## src/misc_ctrl_pkg.sv

```systemverilog
// Purpose: Shared constants for the converter misc control register bank
// Assumes: Classic Wishbone, 32-bit data, register index times four is the byte address
// Notes:   Registers are eight bits wide in the low byte lane
package misc_ctrl_pkg;
  localparam int unsigned ADDR_W = 9;
  localparam int unsigned DATA_W = 32;
  localparam int unsigned REG_W  = 8;

  // Register indices; byte address is index * 4
  localparam logic [6:0] REF_SRC_IDX   = 7'h38;
  localparam logic [6:0] STAMP_IDX     = 7'h3b;
  localparam logic [6:0] EMPH_IDX      = 7'h48;
  localparam logic [6:0] ROUTE_IDX     = 7'h60;
  localparam logic [6:0] CAL_EN_IDX    = 7'h61;
  localparam logic [6:0] STATUS_IDX    = 7'h70;

  // Reset values
  localparam logic [7:0] REF_SRC_RST   = 8'h00;
  localparam logic [7:0] STAMP_RST     = 8'h00;
  localparam logic [7:0] EMPH_RST      = 8'h00;
  localparam logic [7:0] ROUTE_RST     = 8'h01;
  localparam logic [7:0] CAL_EN_RST    = 8'h01;

  // Field positions
  localparam int unsigned REF_SRC_BIT  = 0;
  localparam int unsigned STAMP_ON_BIT = 0;
  localparam int unsigned PECL_BIT     = 1;
  localparam int unsigned EMPH_LSB     = 0;
  localparam int unsigned EMPH_MSB     = 2;
  localparam int unsigned EXTRA_BIT    = 3;
  localparam int unsigned SWAP_BIT     = 4;
  localparam int unsigned SEL_LSB      = 0;
  localparam int unsigned SEL_MSB      = 1;
  localparam int unsigned CAL_EN_BIT   = 0;
  localparam int unsigned ST_SRC_A_BIT = 0;
  localparam int unsigned ST_SRC_B_BIT = 1;
  localparam int unsigned ST_FAULT_BIT = 2;
  localparam int unsigned ST_CAL_BIT   = 3;

  // Single-channel input select codes
  localparam logic [1:0] SEL_RESERVED  = 2'h0;
  localparam logic [1:0] SEL_INPUT_A   = 2'h1;
  localparam logic [1:0] SEL_INPUT_B   = 2'h2;
  localparam logic [1:0] SEL_DUAL      = 2'h3;

  // Analog source of a channel
  typedef enum logic {
    SRC_A = 1'b0,
    SRC_B = 1'b1
  } source_type;
endpackage

```

## src/input_router.sv

```systemverilog
// Purpose: Applies the analog input routing when a calibration starts
// Assumes: apply_in pulses one cycle at each calibration start
// Notes:   Routing changes only at a calibration start, never mid-run
`timescale 1ns/1ps
module input_router
  import misc_ctrl_pkg::*;
(
  input  wire logic               clock_in,
  input  wire logic               srst_in,
  input  wire logic               apply_in,
  input  wire logic               single_mode_in,
  input  wire logic               dual_swap_in,
  input  wire logic [1:0]         single_select_in,
  output misc_ctrl_pkg::source_type chan_a_source_out,
  output misc_ctrl_pkg::source_type chan_b_source_out
);
  import misc_ctrl_pkg::*;

  source_type a_next;
  source_type b_next;

  always_comb begin
    if (single_mode_in) begin                      // RULE7
      case (single_select_in)                      // RULE8
        SEL_INPUT_B: begin
          a_next = SRC_B;
          b_next = SRC_B;
        end
        SEL_DUAL: begin
          a_next = SRC_A;
          b_next = SRC_B;
        end
        default: begin
          // Reserved code falls back to input A
          a_next = SRC_A;
          b_next = SRC_A;
        end
      endcase
    end else begin                                 // RULE9
      a_next = dual_swap_in ? SRC_B : SRC_A;       // RULE6
      b_next = dual_swap_in ? SRC_A : SRC_B;       // RULE6
    end
  end

  always_ff @(posedge clock_in) begin
    if (srst_in) begin
      chan_a_source_out <= SRC_A;
      chan_b_source_out <= SRC_A;
    end else if (apply_in) begin                   // RULE10
      chan_a_source_out <= a_next;
      chan_b_source_out <= b_next;
    end
  end
endmodule

```

## src/cal_sequencer.sv

```systemverilog
// Purpose: Calibration run/hold, divider reset and link ordering watch
// Assumes: link_output_on_in is the serial link enable level
// Notes:   Order faults are only flagged; the host owns the sequence
`timescale 1ns/1ps
module cal_sequencer
  import misc_ctrl_pkg::*;
(
  input  wire logic clock_in,
  input  wire logic srst_in,
  input  wire logic cal_enable_in,
  input  wire logic link_output_on_in,
  input  wire logic fault_clear_in,
  output logic      cal_run_out,
  output logic      divider_reset_out,
  output logic      cal_start_out,
  output logic      order_fault_out
);
  import misc_ctrl_pkg::*;

  logic link_prev_reg;
  logic fault_next;

  always_ff @(posedge clock_in) begin
    if (srst_in) begin
      cal_run_out       <= 1'b0;
      divider_reset_out <= 1'b1;
    end else begin
      cal_run_out       <= cal_enable_in;           // RULE11
      divider_reset_out <= ~cal_enable_in;          // RULE12
    end
  end

  // First cycle after reset starts a run, since enable resets high
  always_ff @(posedge clock_in) begin
    if (srst_in) begin
      cal_start_out <= 1'b0;
    end else begin
      cal_start_out <= cal_enable_in & ~cal_run_out; // RULE11
    end
  end

  always_ff @(posedge clock_in) begin
    if (srst_in) begin
      link_prev_reg <= 1'b0;
    end else begin
      link_prev_reg <= link_output_on_in;
    end
  end

  // Set wins over a clear in the same cycle
  always_comb begin
    fault_next = order_fault_out & ~fault_clear_in;
    if (link_output_on_in & ~link_prev_reg & ~cal_enable_in) begin
      fault_next = 1'b1;                            // RULE14
    end
    if (link_output_on_in & cal_run_out & ~cal_enable_in) begin
      fault_next = 1'b1;                            // RULE15
    end
  end

  always_ff @(posedge clock_in) begin
    if (srst_in) begin
      order_fault_out <= 1'b0;
    end else begin
      order_fault_out <= fault_next;
    end
  end
endmodule

```

## src/misc_ctrl_regs.sv

```systemverilog
// Purpose: Misc control register bank of the converter on a Wishbone slave port
// Assumes: Classic single-cycle Wishbone; link mode and link enable come from outside
// Notes:   Each register is one aligned word; unmapped reads return zero
// Function
// RULE1: Reference bit 0 set selects the analog core supply as voltage reference.
// RULE2: Stamp control bit 1 puts the time stamp receiver in low-voltage PECL mode.
// RULE3: Stamp control bit 0 turns the time stamp receiver on, off after reset.
// RULE4: Emphasis bits 2:0 give one level shared by all 16 lanes of both groups.
// RULE5: Emphasis bit 3 adds a little more and a longer pre-emphasis on top.
// RULE6: In dual modes routing bit 4 keeps inputs straight at 0 and crosses at 1.
// RULE7: The swap bit does nothing while the link format is single channel.
// RULE8: In single mode select 1 is input A, 2 input B, 3 dual interleave, 0 reserved.
// RULE9: The single select field does nothing outside single channel modes.
// RULE10: New routing takes effect only when a calibration has run.
// RULE11: Calibration enable bit 0 resets high; high runs, low holds the engine.
// RULE12: Clearing calibration enable also resets the digital and link dividers.
// RULE13: Host clears calibration enable before changing guarded settings, then sets it.
// RULE14: Host sets calibration enable before turning the link output on.
// RULE15: Host turns the link output off before clearing calibration enable.
// RULE16: Reserved bits store and read back what is written and do nothing else.
`timescale 1ns/1ps
module misc_ctrl_regs
  import misc_ctrl_pkg::*;
(
  input  wire logic                               clock_in,
  input  wire logic                               srst_in,
  input  wire logic                               wb_cyc_in,
  input  wire logic                               wb_stb_in,
  input  wire logic                               wb_we_in,
  input  wire logic [misc_ctrl_pkg::ADDR_W-1:0]   wb_adr_in,
  input  wire logic [3:0]                         wb_sel_in,
  input  wire logic [misc_ctrl_pkg::DATA_W-1:0]   wb_dat_in,
  output logic      [misc_ctrl_pkg::DATA_W-1:0]   wb_dat_out,
  output logic                                    wb_ack_out,
  input  wire logic                               link_single_mode_in,
  input  wire logic                               link_output_on_in,
  output logic                                    reference_source_select_out,
  output logic                                    stamp_receiver_on_out,
  output logic                                    stamp_input_pecl_select_out,
  output logic      [2:0]                         lane_preemphasis_level_out,
  output logic                                    lane_preemphasis_extra_out,
  output misc_ctrl_pkg::source_type               chan_a_source_out,
  output misc_ctrl_pkg::source_type               chan_b_source_out,
  output logic                                    cal_run_out,
  output logic                                    divider_reset_out
);
  import misc_ctrl_pkg::*;

  logic [REG_W-1:0] ref_src_reg;
  logic [REG_W-1:0] stamp_reg;
  logic [REG_W-1:0] emph_reg;
  logic [REG_W-1:0] route_reg;
  logic [REG_W-1:0] cal_en_reg;
  logic             cal_start;
  logic             order_fault;
  logic             req;
  logic             wr;
  logic [6:0]       idx;
  logic [REG_W-1:0] wbyte;
  logic [REG_W-1:0] rdata;
  logic             fault_clear;

  function automatic logic hit(input logic [6:0] a, input logic [6:0] r);
    hit = (a == r);
  endfunction

  assign req   = wb_cyc_in & wb_stb_in & ~wb_ack_out;
  assign wr    = req & wb_we_in & wb_sel_in[0];
  assign idx   = wb_adr_in[ADDR_W-1:2];
  assign wbyte = wb_dat_in[REG_W-1:0];
  assign fault_clear = wr & hit(idx, STATUS_IDX) & wbyte[ST_FAULT_BIT];

  // Ack one cycle after the request, dropped the cycle after
  always_ff @(posedge clock_in) begin
    if (srst_in) begin
      wb_ack_out <= 1'b0;
    end else begin
      wb_ack_out <= req;
    end
  end

  // Full bytes stored so reserved bits read back as written
  always_ff @(posedge clock_in) begin
    if (srst_in) begin
      ref_src_reg <= REF_SRC_RST;
    end else if (wr && hit(idx, REF_SRC_IDX)) begin
      ref_src_reg <= wbyte;                         // RULE16
    end
  end

  always_ff @(posedge clock_in) begin
    if (srst_in) begin
      stamp_reg <= STAMP_RST;                       // RULE3
    end else if (wr && hit(idx, STAMP_IDX)) begin
      stamp_reg <= wbyte;                           // RULE16
    end
  end

  always_ff @(posedge clock_in) begin
    if (srst_in) begin
      emph_reg <= EMPH_RST;
    end else if (wr && hit(idx, EMPH_IDX)) begin
      emph_reg <= wbyte;                            // RULE16
    end
  end

  always_ff @(posedge clock_in) begin
    if (srst_in) begin
      route_reg <= ROUTE_RST;                       // RULE8
    end else if (wr && hit(idx, ROUTE_IDX)) begin
      route_reg <= wbyte;                           // RULE16
    end
  end

  always_ff @(posedge clock_in) begin
    if (srst_in) begin
      cal_en_reg <= CAL_EN_RST;                     // RULE11
    end else if (wr && hit(idx, CAL_EN_IDX)) begin
      cal_en_reg <= wbyte;                          // RULE16
    end
  end

  always_comb begin
    rdata = '0;
    case (idx)
      REF_SRC_IDX: rdata = ref_src_reg;
      STAMP_IDX:   rdata = stamp_reg;
      EMPH_IDX:    rdata = emph_reg;
      ROUTE_IDX:   rdata = route_reg;
      CAL_EN_IDX:  rdata = cal_en_reg;
      STATUS_IDX: begin
        rdata[ST_SRC_A_BIT] = chan_a_source_out;
        rdata[ST_SRC_B_BIT] = chan_b_source_out;
        rdata[ST_FAULT_BIT] = order_fault;
        rdata[ST_CAL_BIT]   = cal_run_out;
      end
      default:     rdata = '0;
    endcase
  end

  always_ff @(posedge clock_in) begin
    if (srst_in) begin
      wb_dat_out <= '0;
    end else if (req) begin
      wb_dat_out <= {{(DATA_W-REG_W){1'b0}}, rdata};
    end
  end

  // Analog-side controls, one flop stage from the registers
  always_ff @(posedge clock_in) begin
    if (srst_in) begin
      reference_source_select_out <= 1'b0;
      stamp_receiver_on_out       <= 1'b0;
      stamp_input_pecl_select_out <= 1'b0;
    end else begin
      reference_source_select_out <= ref_src_reg[REF_SRC_BIT]; // RULE1
      stamp_receiver_on_out       <= stamp_reg[STAMP_ON_BIT];  // RULE3
      stamp_input_pecl_select_out <= stamp_reg[PECL_BIT];      // RULE2
    end
  end

  // One shared setting fans out to all sixteen lanes
  always_ff @(posedge clock_in) begin
    if (srst_in) begin
      lane_preemphasis_level_out <= 3'h0;
      lane_preemphasis_extra_out <= 1'b0;
    end else begin
      lane_preemphasis_level_out <= emph_reg[EMPH_MSB:EMPH_LSB]; // RULE4
      lane_preemphasis_extra_out <= emph_reg[EXTRA_BIT];         // RULE5
    end
  end

  cal_sequencer u_cal (
    .clock_in          (clock_in),
    .srst_in           (srst_in),
    .cal_enable_in     (cal_en_reg[CAL_EN_BIT]),
    .link_output_on_in (link_output_on_in),
    .fault_clear_in    (fault_clear),
    .cal_run_out       (cal_run_out),
    .divider_reset_out (divider_reset_out),
    .cal_start_out     (cal_start),
    .order_fault_out   (order_fault)
  );

  // Host must re-run calibration after editing routing
  input_router u_route (
    .clock_in          (clock_in),
    .srst_in           (srst_in),
    .apply_in          (cal_start),
    .single_mode_in    (link_single_mode_in),
    .dual_swap_in      (route_reg[SWAP_BIT]),
    .single_select_in  (route_reg[SEL_MSB:SEL_LSB]),
    .chan_a_source_out (chan_a_source_out),
    .chan_b_source_out (chan_b_source_out)
  );

  ref_source_a: assert property (@(posedge clock_in) disable iff (srst_in) // RULE1
    reference_source_select_out == $past(ref_src_reg[REF_SRC_BIT]))
    else $error("reference select does not follow its bit");

  stamp_pecl_a: assert property (@(posedge clock_in) disable iff (srst_in) // RULE2
    stamp_input_pecl_select_out == $past(stamp_reg[PECL_BIT]))
    else $error("pecl select does not follow its bit");

  stamp_on_a: assert property (@(posedge clock_in) disable iff (srst_in) // RULE3
    wr && hit(idx, STAMP_IDX) |-> ##2 stamp_receiver_on_out == $past(wbyte[STAMP_ON_BIT], 2))
    else $error("stamp receiver enable not applied two cycles after write");

  emph_level_a: assert property (@(posedge clock_in) disable iff (srst_in) // RULE4
    wr && hit(idx, EMPH_IDX) |-> ##2 lane_preemphasis_level_out == $past(wbyte[2:0], 2))
    else $error("lane emphasis level not applied");

  emph_extra_a: assert property (@(posedge clock_in) disable iff (srst_in) // RULE5
    $changed(emph_reg[EXTRA_BIT]) |=> lane_preemphasis_extra_out == emph_reg[EXTRA_BIT])
    else $error("emphasis extra not applied");

  dual_swap_a: assert property (@(posedge clock_in) disable iff (srst_in) // RULE6
    cal_start && !link_single_mode_in && route_reg[SWAP_BIT]
    |=> chan_a_source_out == SRC_B && chan_b_source_out == SRC_A)
    else $error("swap not applied in dual mode");

  single_sel_a: assert property (@(posedge clock_in) disable iff (srst_in) // RULE8
    cal_start && link_single_mode_in && route_reg[SEL_MSB:SEL_LSB] == SEL_INPUT_B
    |=> chan_a_source_out == SRC_B && chan_b_source_out == SRC_B)
    else $error("single select input b not applied");

  route_hold_a: assert property (@(posedge clock_in) disable iff (srst_in) // RULE10
    !cal_start |=> $stable(chan_a_source_out) && $stable(chan_b_source_out))
    else $error("routing changed without a calibration start");

  cal_hold_a: assert property (@(posedge clock_in) disable iff (srst_in) // RULE11
    wr && hit(idx, CAL_EN_IDX) && !wbyte[CAL_EN_BIT] |-> ##2 !cal_run_out)
    else $error("calibration not held after clearing enable");

  div_reset_a: assert property (@(posedge clock_in) disable iff (srst_in) // RULE12
    divider_reset_out == !cal_run_out)
    else $error("divider reset not tied to calibration hold");

  reserved_a: assert property (@(posedge clock_in) disable iff (srst_in) // RULE16
    wr && hit(idx, CAL_EN_IDX) |=> cal_en_reg == $past(wbyte))
    else $error("reserved bits not stored as written");

  bus_ack_a: assert property (@(posedge clock_in) disable iff (srst_in)
    wb_ack_out |=> !wb_ack_out)
    else $error("ack held for more than one cycle");

  bus_answer_a: assert property (@(posedge clock_in) disable iff (srst_in)
    req |=> wb_ack_out)
    else $error("request not acknowledged");

  single_a_sel_a: assert property (@(posedge clock_in) disable iff (srst_in) // RULE8
    cal_start && link_single_mode_in && route_reg[SEL_MSB:SEL_LSB] == SEL_INPUT_A
    |=> chan_a_source_out == SRC_A && chan_b_source_out == SRC_A)
    else $error("single select input a not applied");

  single_dual_a: assert property (@(posedge clock_in) disable iff (srst_in) // RULE8
    cal_start && link_single_mode_in && route_reg[SEL_MSB:SEL_LSB] == SEL_DUAL
    |=> chan_a_source_out == SRC_A && chan_b_source_out == SRC_B)
    else $error("single select dual interleave not applied");

  single_rsvd_a: assert property (@(posedge clock_in) disable iff (srst_in) // RULE8
    cal_start && link_single_mode_in && route_reg[SEL_MSB:SEL_LSB] == SEL_RESERVED
    |=> chan_a_source_out == SRC_A && chan_b_source_out == SRC_A)
    else $error("reserved select not on input a");

  dual_straight_a: assert property (@(posedge clock_in) disable iff (srst_in) // RULE6
    cal_start && !link_single_mode_in && !route_reg[SWAP_BIT]
    |=> chan_a_source_out == SRC_A && chan_b_source_out == SRC_B)
    else $error("straight routing not applied in dual mode");

  swap_ignored_a: assert property (@(posedge clock_in) disable iff (srst_in) // RULE7
    cal_start && link_single_mode_in && route_reg[SEL_MSB:SEL_LSB] != SEL_DUAL
    |=> chan_a_source_out == chan_b_source_out)
    else $error("swap bit acted in single mode");

  select_ignored_a: assert property (@(posedge clock_in) disable iff (srst_in) // RULE9
    cal_start && !link_single_mode_in |=> chan_a_source_out != chan_b_source_out)
    else $error("single select acted in dual mode");

  reset_ctrl_a: assert property (@(posedge clock_in) // RULE3
    srst_in |=> !stamp_receiver_on_out && !reference_source_select_out)
    else $error("controls not off after reset");

  cal_reset_a: assert property (@(posedge clock_in) // RULE11
    srst_in |=> cal_en_reg[CAL_EN_BIT] && divider_reset_out)
    else $error("calibration enable reset value wrong");

  cal_run_a: assert property (@(posedge clock_in) disable iff (srst_in) // RULE11
    wr && hit(idx, CAL_EN_IDX) && wbyte[CAL_EN_BIT] |-> ##2 cal_run_out)
    else $error("calibration not run after setting enable");

  div_clear_a: assert property (@(posedge clock_in) disable iff (srst_in) // RULE12
    wr && hit(idx, CAL_EN_IDX) && !wbyte[CAL_EN_BIT] |-> ##2 divider_reset_out)
    else $error("dividers not reset after clearing enable");

  order_on_a: assert property (@(posedge clock_in) disable iff (srst_in) // RULE14
    $rose(link_output_on_in) && !cal_en_reg[CAL_EN_BIT] |=> order_fault)
    else $error("link on before calibration not flagged");

  order_off_a: assert property (@(posedge clock_in) disable iff (srst_in) // RULE15
    link_output_on_in && cal_run_out && !cal_en_reg[CAL_EN_BIT] |=> order_fault)
    else $error("calibration off under live link not flagged");

  fault_hold_a: assert property (@(posedge clock_in) disable iff (srst_in)
    order_fault && !fault_clear |=> order_fault)
    else $error("order fault dropped without a clear");

  read_data_a: assert property (@(posedge clock_in) disable iff (srst_in) // RULE16
    req && !wb_we_in && hit(idx, REF_SRC_IDX) |=> wb_dat_out[REG_W-1:0] == $past(ref_src_reg))
    else $error("reference register read wrong");

  sel_ignore_a: assert property (@(posedge clock_in) disable iff (srst_in)
    req && wb_we_in && !wb_sel_in[0] |=> $stable(ref_src_reg) && $stable(stamp_reg))
    else $error("write without low lane stored");

  reserved_ref_a: assert property (@(posedge clock_in) disable iff (srst_in) // RULE16
    wr && hit(idx, REF_SRC_IDX) |=> ref_src_reg == $past(wbyte))
    else $error("reference byte not stored as written");

  reserved_stamp_a: assert property (@(posedge clock_in) disable iff (srst_in) // RULE16
    wr && hit(idx, STAMP_IDX) |=> stamp_reg == $past(wbyte))
    else $error("stamp byte not stored as written");

  reserved_emph_a: assert property (@(posedge clock_in) disable iff (srst_in) // RULE16
    wr && hit(idx, EMPH_IDX) |=> emph_reg == $past(wbyte))
    else $error("emphasis byte not stored as written");

  reserved_route_a: assert property (@(posedge clock_in) disable iff (srst_in) // RULE16
    wr && hit(idx, ROUTE_IDX) |=> route_reg == $past(wbyte))
    else $error("routing byte not stored as written");
endmodule

```

## config.mk

```make
export PLATFORM = sky130hd
export DESIGN_NAME = misc_ctrl_regs
export DESIGN_NICKNAME = d
export VERILOG_FILES = /design/src/misc_ctrl_pkg.sv /design/src/input_router.sv /design/src/cal_sequencer.sv /design/src/misc_ctrl_regs.sv
export SDC_FILE = /design/constraint.sdc
export NUM_CORES = 1
export LEC_CHECK = 0
export ABC_AREA = 1
export BUFFER_PORTS_ARGS = -buffer_cell sky130_fd_sc_hd__buf_2
export CORE_MARGIN = 10
export CORE_UTILIZATION = 42
export DETAILED_ROUTE_END_ITERATION = 10
export MAX_ROUTING_LAYER = met4
export PLACE_DENSITY_LB_ADDON = 0.25
export SLEW_MARGIN = 20
export SYNTH_ARGS = -nofsm -noshare
export SYNTH_HDL_FRONTEND = slang
export SYNTH_SLANG_ARGS = --single-unit
```

## constraint.sdc

```tcl
create_clock -name clock_in -period 1.75 [get_ports clock_in]
set_clock_uncertainty 0.1 [all_clocks]
set_input_delay 0.35 -clock clock_in [delete_from_list [all_inputs] [get_ports clock_in]]
set_output_delay 0.35 -clock clock_in [all_outputs]
set_load 0.05 [all_outputs]
```

Yosys cells after proc, flatten, opt, wreduce, memory -nomap -nowiden

Index checks and enable logic that the tools add are counted.

Flip-flop bits (word level): 63
Output and inout port bits: 44

Mux-type cells: 10
Reduce and logical (&&, ||, !) cells: 6
Equality and inequality tests: 8
Bitwise logic cells: 17

Operators with widths:

| operator             | count |
|---|---|
| $eq A7 B7 Y1 const B | 4 |
| $pmux W4 S6          | 1 |
| $pmux W4 S5          | 1 |
| $eq A7 B6 Y1 const B | 2 |
| $and A1 B1 Y1        | 12 |
| $mux W1              | 8 |
| $logic_and A1 B1 Y1  | 5 |
| $not A1 Y1           | 5 |
| $eq A2 B2 Y1 const B | 2 |
| $reduce_or A2 Y1     | 1 |

Depth between registers and ports, before layout

Word-level depth: 10
Depth in mapped cells: 8
Mapped depth without buffers: 8

By module

Synthesis repeated with hierarchy kept, for this count alone.

Cells, all modules: 406
Area total of the unflattened synthesis: 2914.0 um2

Modules (own cells, without submodules):

| module         | cells each | area each (um2) | times used |
|---|---|---|---|
| misc_ctrl_regs | 371        | 2657.5          | 1 |
| cal_sequencer  | 18         | 155.1           | 1 |
| input_router   | 17         | 101.3           | 1 |

Worst setup path before layout

OpenSTA, ideal clock, no wires.

Path kind: register to register
Start point: reg wb_ack_out
End point: reg stamp_reg[0]
Slack: 0.217 ns
Data arrival time: 1.319 ns
Cell stages (with the launch flop): 7
Setup time: 0.113 ns
Cells stage by stage: dfxtp_1 -> nor2_4 -> nand3_4 -> nor2_8 -> inv_2 -> nor2_1 -> nor2_1

Cells in the longest elaborated chain, start to end: 5

RTL lines:

| element                    | line                 | text |
|---|---|---|
| start: declaration         | misc_ctrl_regs.sv:34 | `output logic wb_ack_out,` |
| start signal: assignment   | misc_ctrl_regs.sv:78 | `wb_ack_out <= req;` |
| $not A1 Y1                 | misc_ctrl_regs.sv:67 | `assign req = wb_cyc_in & wb_stb_in & ~wb_ack_out;` |
| $and A1 B1 Y1              | misc_ctrl_regs.sv:67 |  |
| $and A1 B1 Y1 (2 in a row) | misc_ctrl_regs.sv:68 | `assign wr = req & wb_we_in & wb_sel_in[0];` |
| $logic_and A1 B1 Y1        | misc_ctrl_regs.sv:94 | `end else if (wr && hit(idx, STAMP_IDX)) begin` |
| end signal: assignment     | misc_ctrl_regs.sv:95 | `stamp_reg <= wbyte;` |
| end: declaration           | misc_ctrl_regs.sv:50 | `logic [REG_W-1:0] stamp_reg;` |

No other way between the ends.
A chain may end at the register's enable or synchronous reset.

Final worst setup path

Start point: reg wb_ack_out
End point: reg ref_src_reg[7]

Cells in the longest elaborated chain, start to end: 5

RTL lines:

| element                    | line                 | text |
|---|---|---|
| $not A1 Y1                 | misc_ctrl_regs.sv:67 |  |
| $and A1 B1 Y1              | misc_ctrl_regs.sv:67 |  |
| $and A1 B1 Y1 (2 in a row) | misc_ctrl_regs.sv:68 |  |
| $logic_and A1 B1 Y1        | misc_ctrl_regs.sv:86 | `end else if (wr && hit(idx, REF_SRC_IDX)) begin` |
| end signal: assignment     | misc_ctrl_regs.sv:87 | `ref_src_reg <= wbyte;` |
| end: declaration           | misc_ctrl_regs.sv:49 | `logic [REG_W-1:0] ref_src_reg;` |

No other way between the ends.

==> results.txt <==
Critical path type: flop to flop
Area share of fa/ha/maj cells after synthesis: 0
Simple-gate share of the synthesized area: 0.335
Netlist cell types: 24
Grt met3 use: 0.0342
Largest net degree at the start of global routing: 47
Final WL: 7160 µm
PostCTS Resize Cnt: 0
Synth Area in Compound Gates: 0.108
Total Die Area: 10600 µm²
Synthesized flop and latch total: 63
Starting density of the core: 0.430
Crit Path Max Fanout: 9
Arrival time worst endpoint: 1700 ps
Critical Path Start Type: flop
RePlAce Congestion: 0.814
H-tree depth: 3
Initial antenna violation count: 0
Asr flop ratio synth: 0
Final Critical Period: 1520 ps
First-pass DRT Iterations: 4
I/O pin total: 96
CTS tree: built
Leakage: 1.54 nW
Worst setup EP type: flop
GRT Util Overall: 0.147
Reg area: 1260 µm²
Main combinational cell family by area after synthesis: simple AND/OR/NAND/NOR gates
Initial drt markers: 168
Top cells by area, synth: dfxtp_1 (43%), nor2_1 (13%), nand2_1 (7.1%)
CTS buffer count: 9
Layout cells sized above 1: 0.189
Util after Layout: 0.490
Max Slew Vio Count: 0
Pre-CTS setup slack: 62.1 ps
Mapped Cells: 404
Met2 usage: 0.208
Maxcap violations: 0
Fin area: 3310 µm²
Clk Latency, worst-skew pair: 340 ps
Die span in x: 103 µm
CTS Hold Bufs: 0
RSZ-0062 raised after global routing: no
Filler cells: 698
HPWL Detailed: 5440 µm
Global-route wire length before repair: 11700 µm
XOR/XNOR Fraction of Synth Area: 0
Diodes inserted: 0
Main synth FF type: dfxtp_1
Clock sinks: 63
Fin nets: 504
Synth top area share: 0.434
Multi-input gate area: 1380 µm²
Status: finished, final reports clean
FMAX: 0.657 GHz
Tcrit/Tclk final: 0.870
Hold Path Class: primary input to flop
Postcts setup bufs: 0
# rows: 30
Chip Height: 103 µm
Syn. warnings: 0
Post-synth top area cell: dfxtp_1
DP Area: 3130 µm²
Vias/cell: 4.79
Port-buffer cells: 42
CTS Buffer Depth: 2
Post-synthesis mux area share: 0
Area delta synth->final: 14.0%
GRT Max-Usage Layer: met2
Vias: 2568
CP required: 1930 ps
Setup TNS: 0 ps
Final Setup Violations: 0
Synthesized area per cell: 7.19 µm²
Hold Fails Final Rpt: 0
Cell Area, Synth: 2900 µm²
Worst-path clk slew: 70 ps
Final worst setup slack: 228 ps
Grt total ovfl: 0
Sequential fraction of the synthesis area: 0.434
R2R setup slack: 230 ps
Maximum VDD drop: 0.600 mV
Post-synth EDFFs: 0
Drt wl/cell: 13.4 µm
Root Driver: clkbuf_8
Core Footprint: 6760 µm²
Pwr Density: 907 nW/µm²
Vias in the first global route: 2386
Top-count cell post-synth: nor2_1
GR Util met1: 0.194
DRC Markers: 0
Most instantiated cells after synthesis: nor2_1 (99), dfxtp_1 (63), nand2_1 (55)
Final ANT Viol Nets: 0
cell families after synthesis:
logic type / after synthesis
DFF: 63
and+or+nand+nor: 214
buffers and inverters: 64
other: 1
AOI/OAI and AO/OA: 62
layout by cell type (no fill, tap or decap), types with 13 or more instances in the layout:
master,n
a21oi_1,13
buf_2,42
conb_1,24
dfxtp_1,63
inv_1,25
nand2_1,55
nand3_1,32
nor2_1,99
o21ai_0,33
o21ai_1,15
worst paths after layout:
path                                 end  depth (start not counted)         startpoint
max reg2reg               ref_src_reg[7]                          7         wb_ack_out
min reg2reg  reference_source_select_out                          2     ref_src_reg[0]
min                  u_cal.link_prev_reg                          3  link_output_on_in
max                       ref_src_reg[7]                          7         wb_ack_out
report_power, final:
part	internal [mW]	total (mW)	switching [mW]
clock network	0.617	1.17	0.555
registers	1.45	1.46	0.00927
logic	0.0710	0.368	0.297
worst max-delay path, stage by stage (launching register included):
cell and delay, ps:
dfxtp_1 330, nor2_4 210, inv_2 90, nor2_4 180, nand2_2 190, inv_2 210
nor2_1 60, nor2_1 90
per-stage QoR:
stage	power, mW	cells	hold WS (ps)
after floorplan	1.81	427	317
after global placement	1.86	521	341
after detailed placement	1.86	521	342
after CTS	3.01	536	117
after global routing	3.11	536	132
final	3.00	536	126
routing by layer:
| metal | wire length, µm | up-vias | share of wire |
|---|---|---|---|
| li1 | - | 1335 | - |
| met1 | 3480 | 1141 | 0.49 |
| met2 | 3040 | 78 | 0.42 |
| met3 | 514 | 14 | 0.072 |
| met4 | 131 | 0 | 0.018 |
| met5 | 0 | - | 0 |
cell type report:
cell class                 count  share of cell area
sequential                    63               0.381
inverter                      30              0.0370
timing repair buffer          48              0.0809
multi-input combinational    300               0.416
clock buffer                  12              0.0499
tap                           80              0.0302
clock inverter                 3             0.00529
Power figures use the tool's default switching activity.
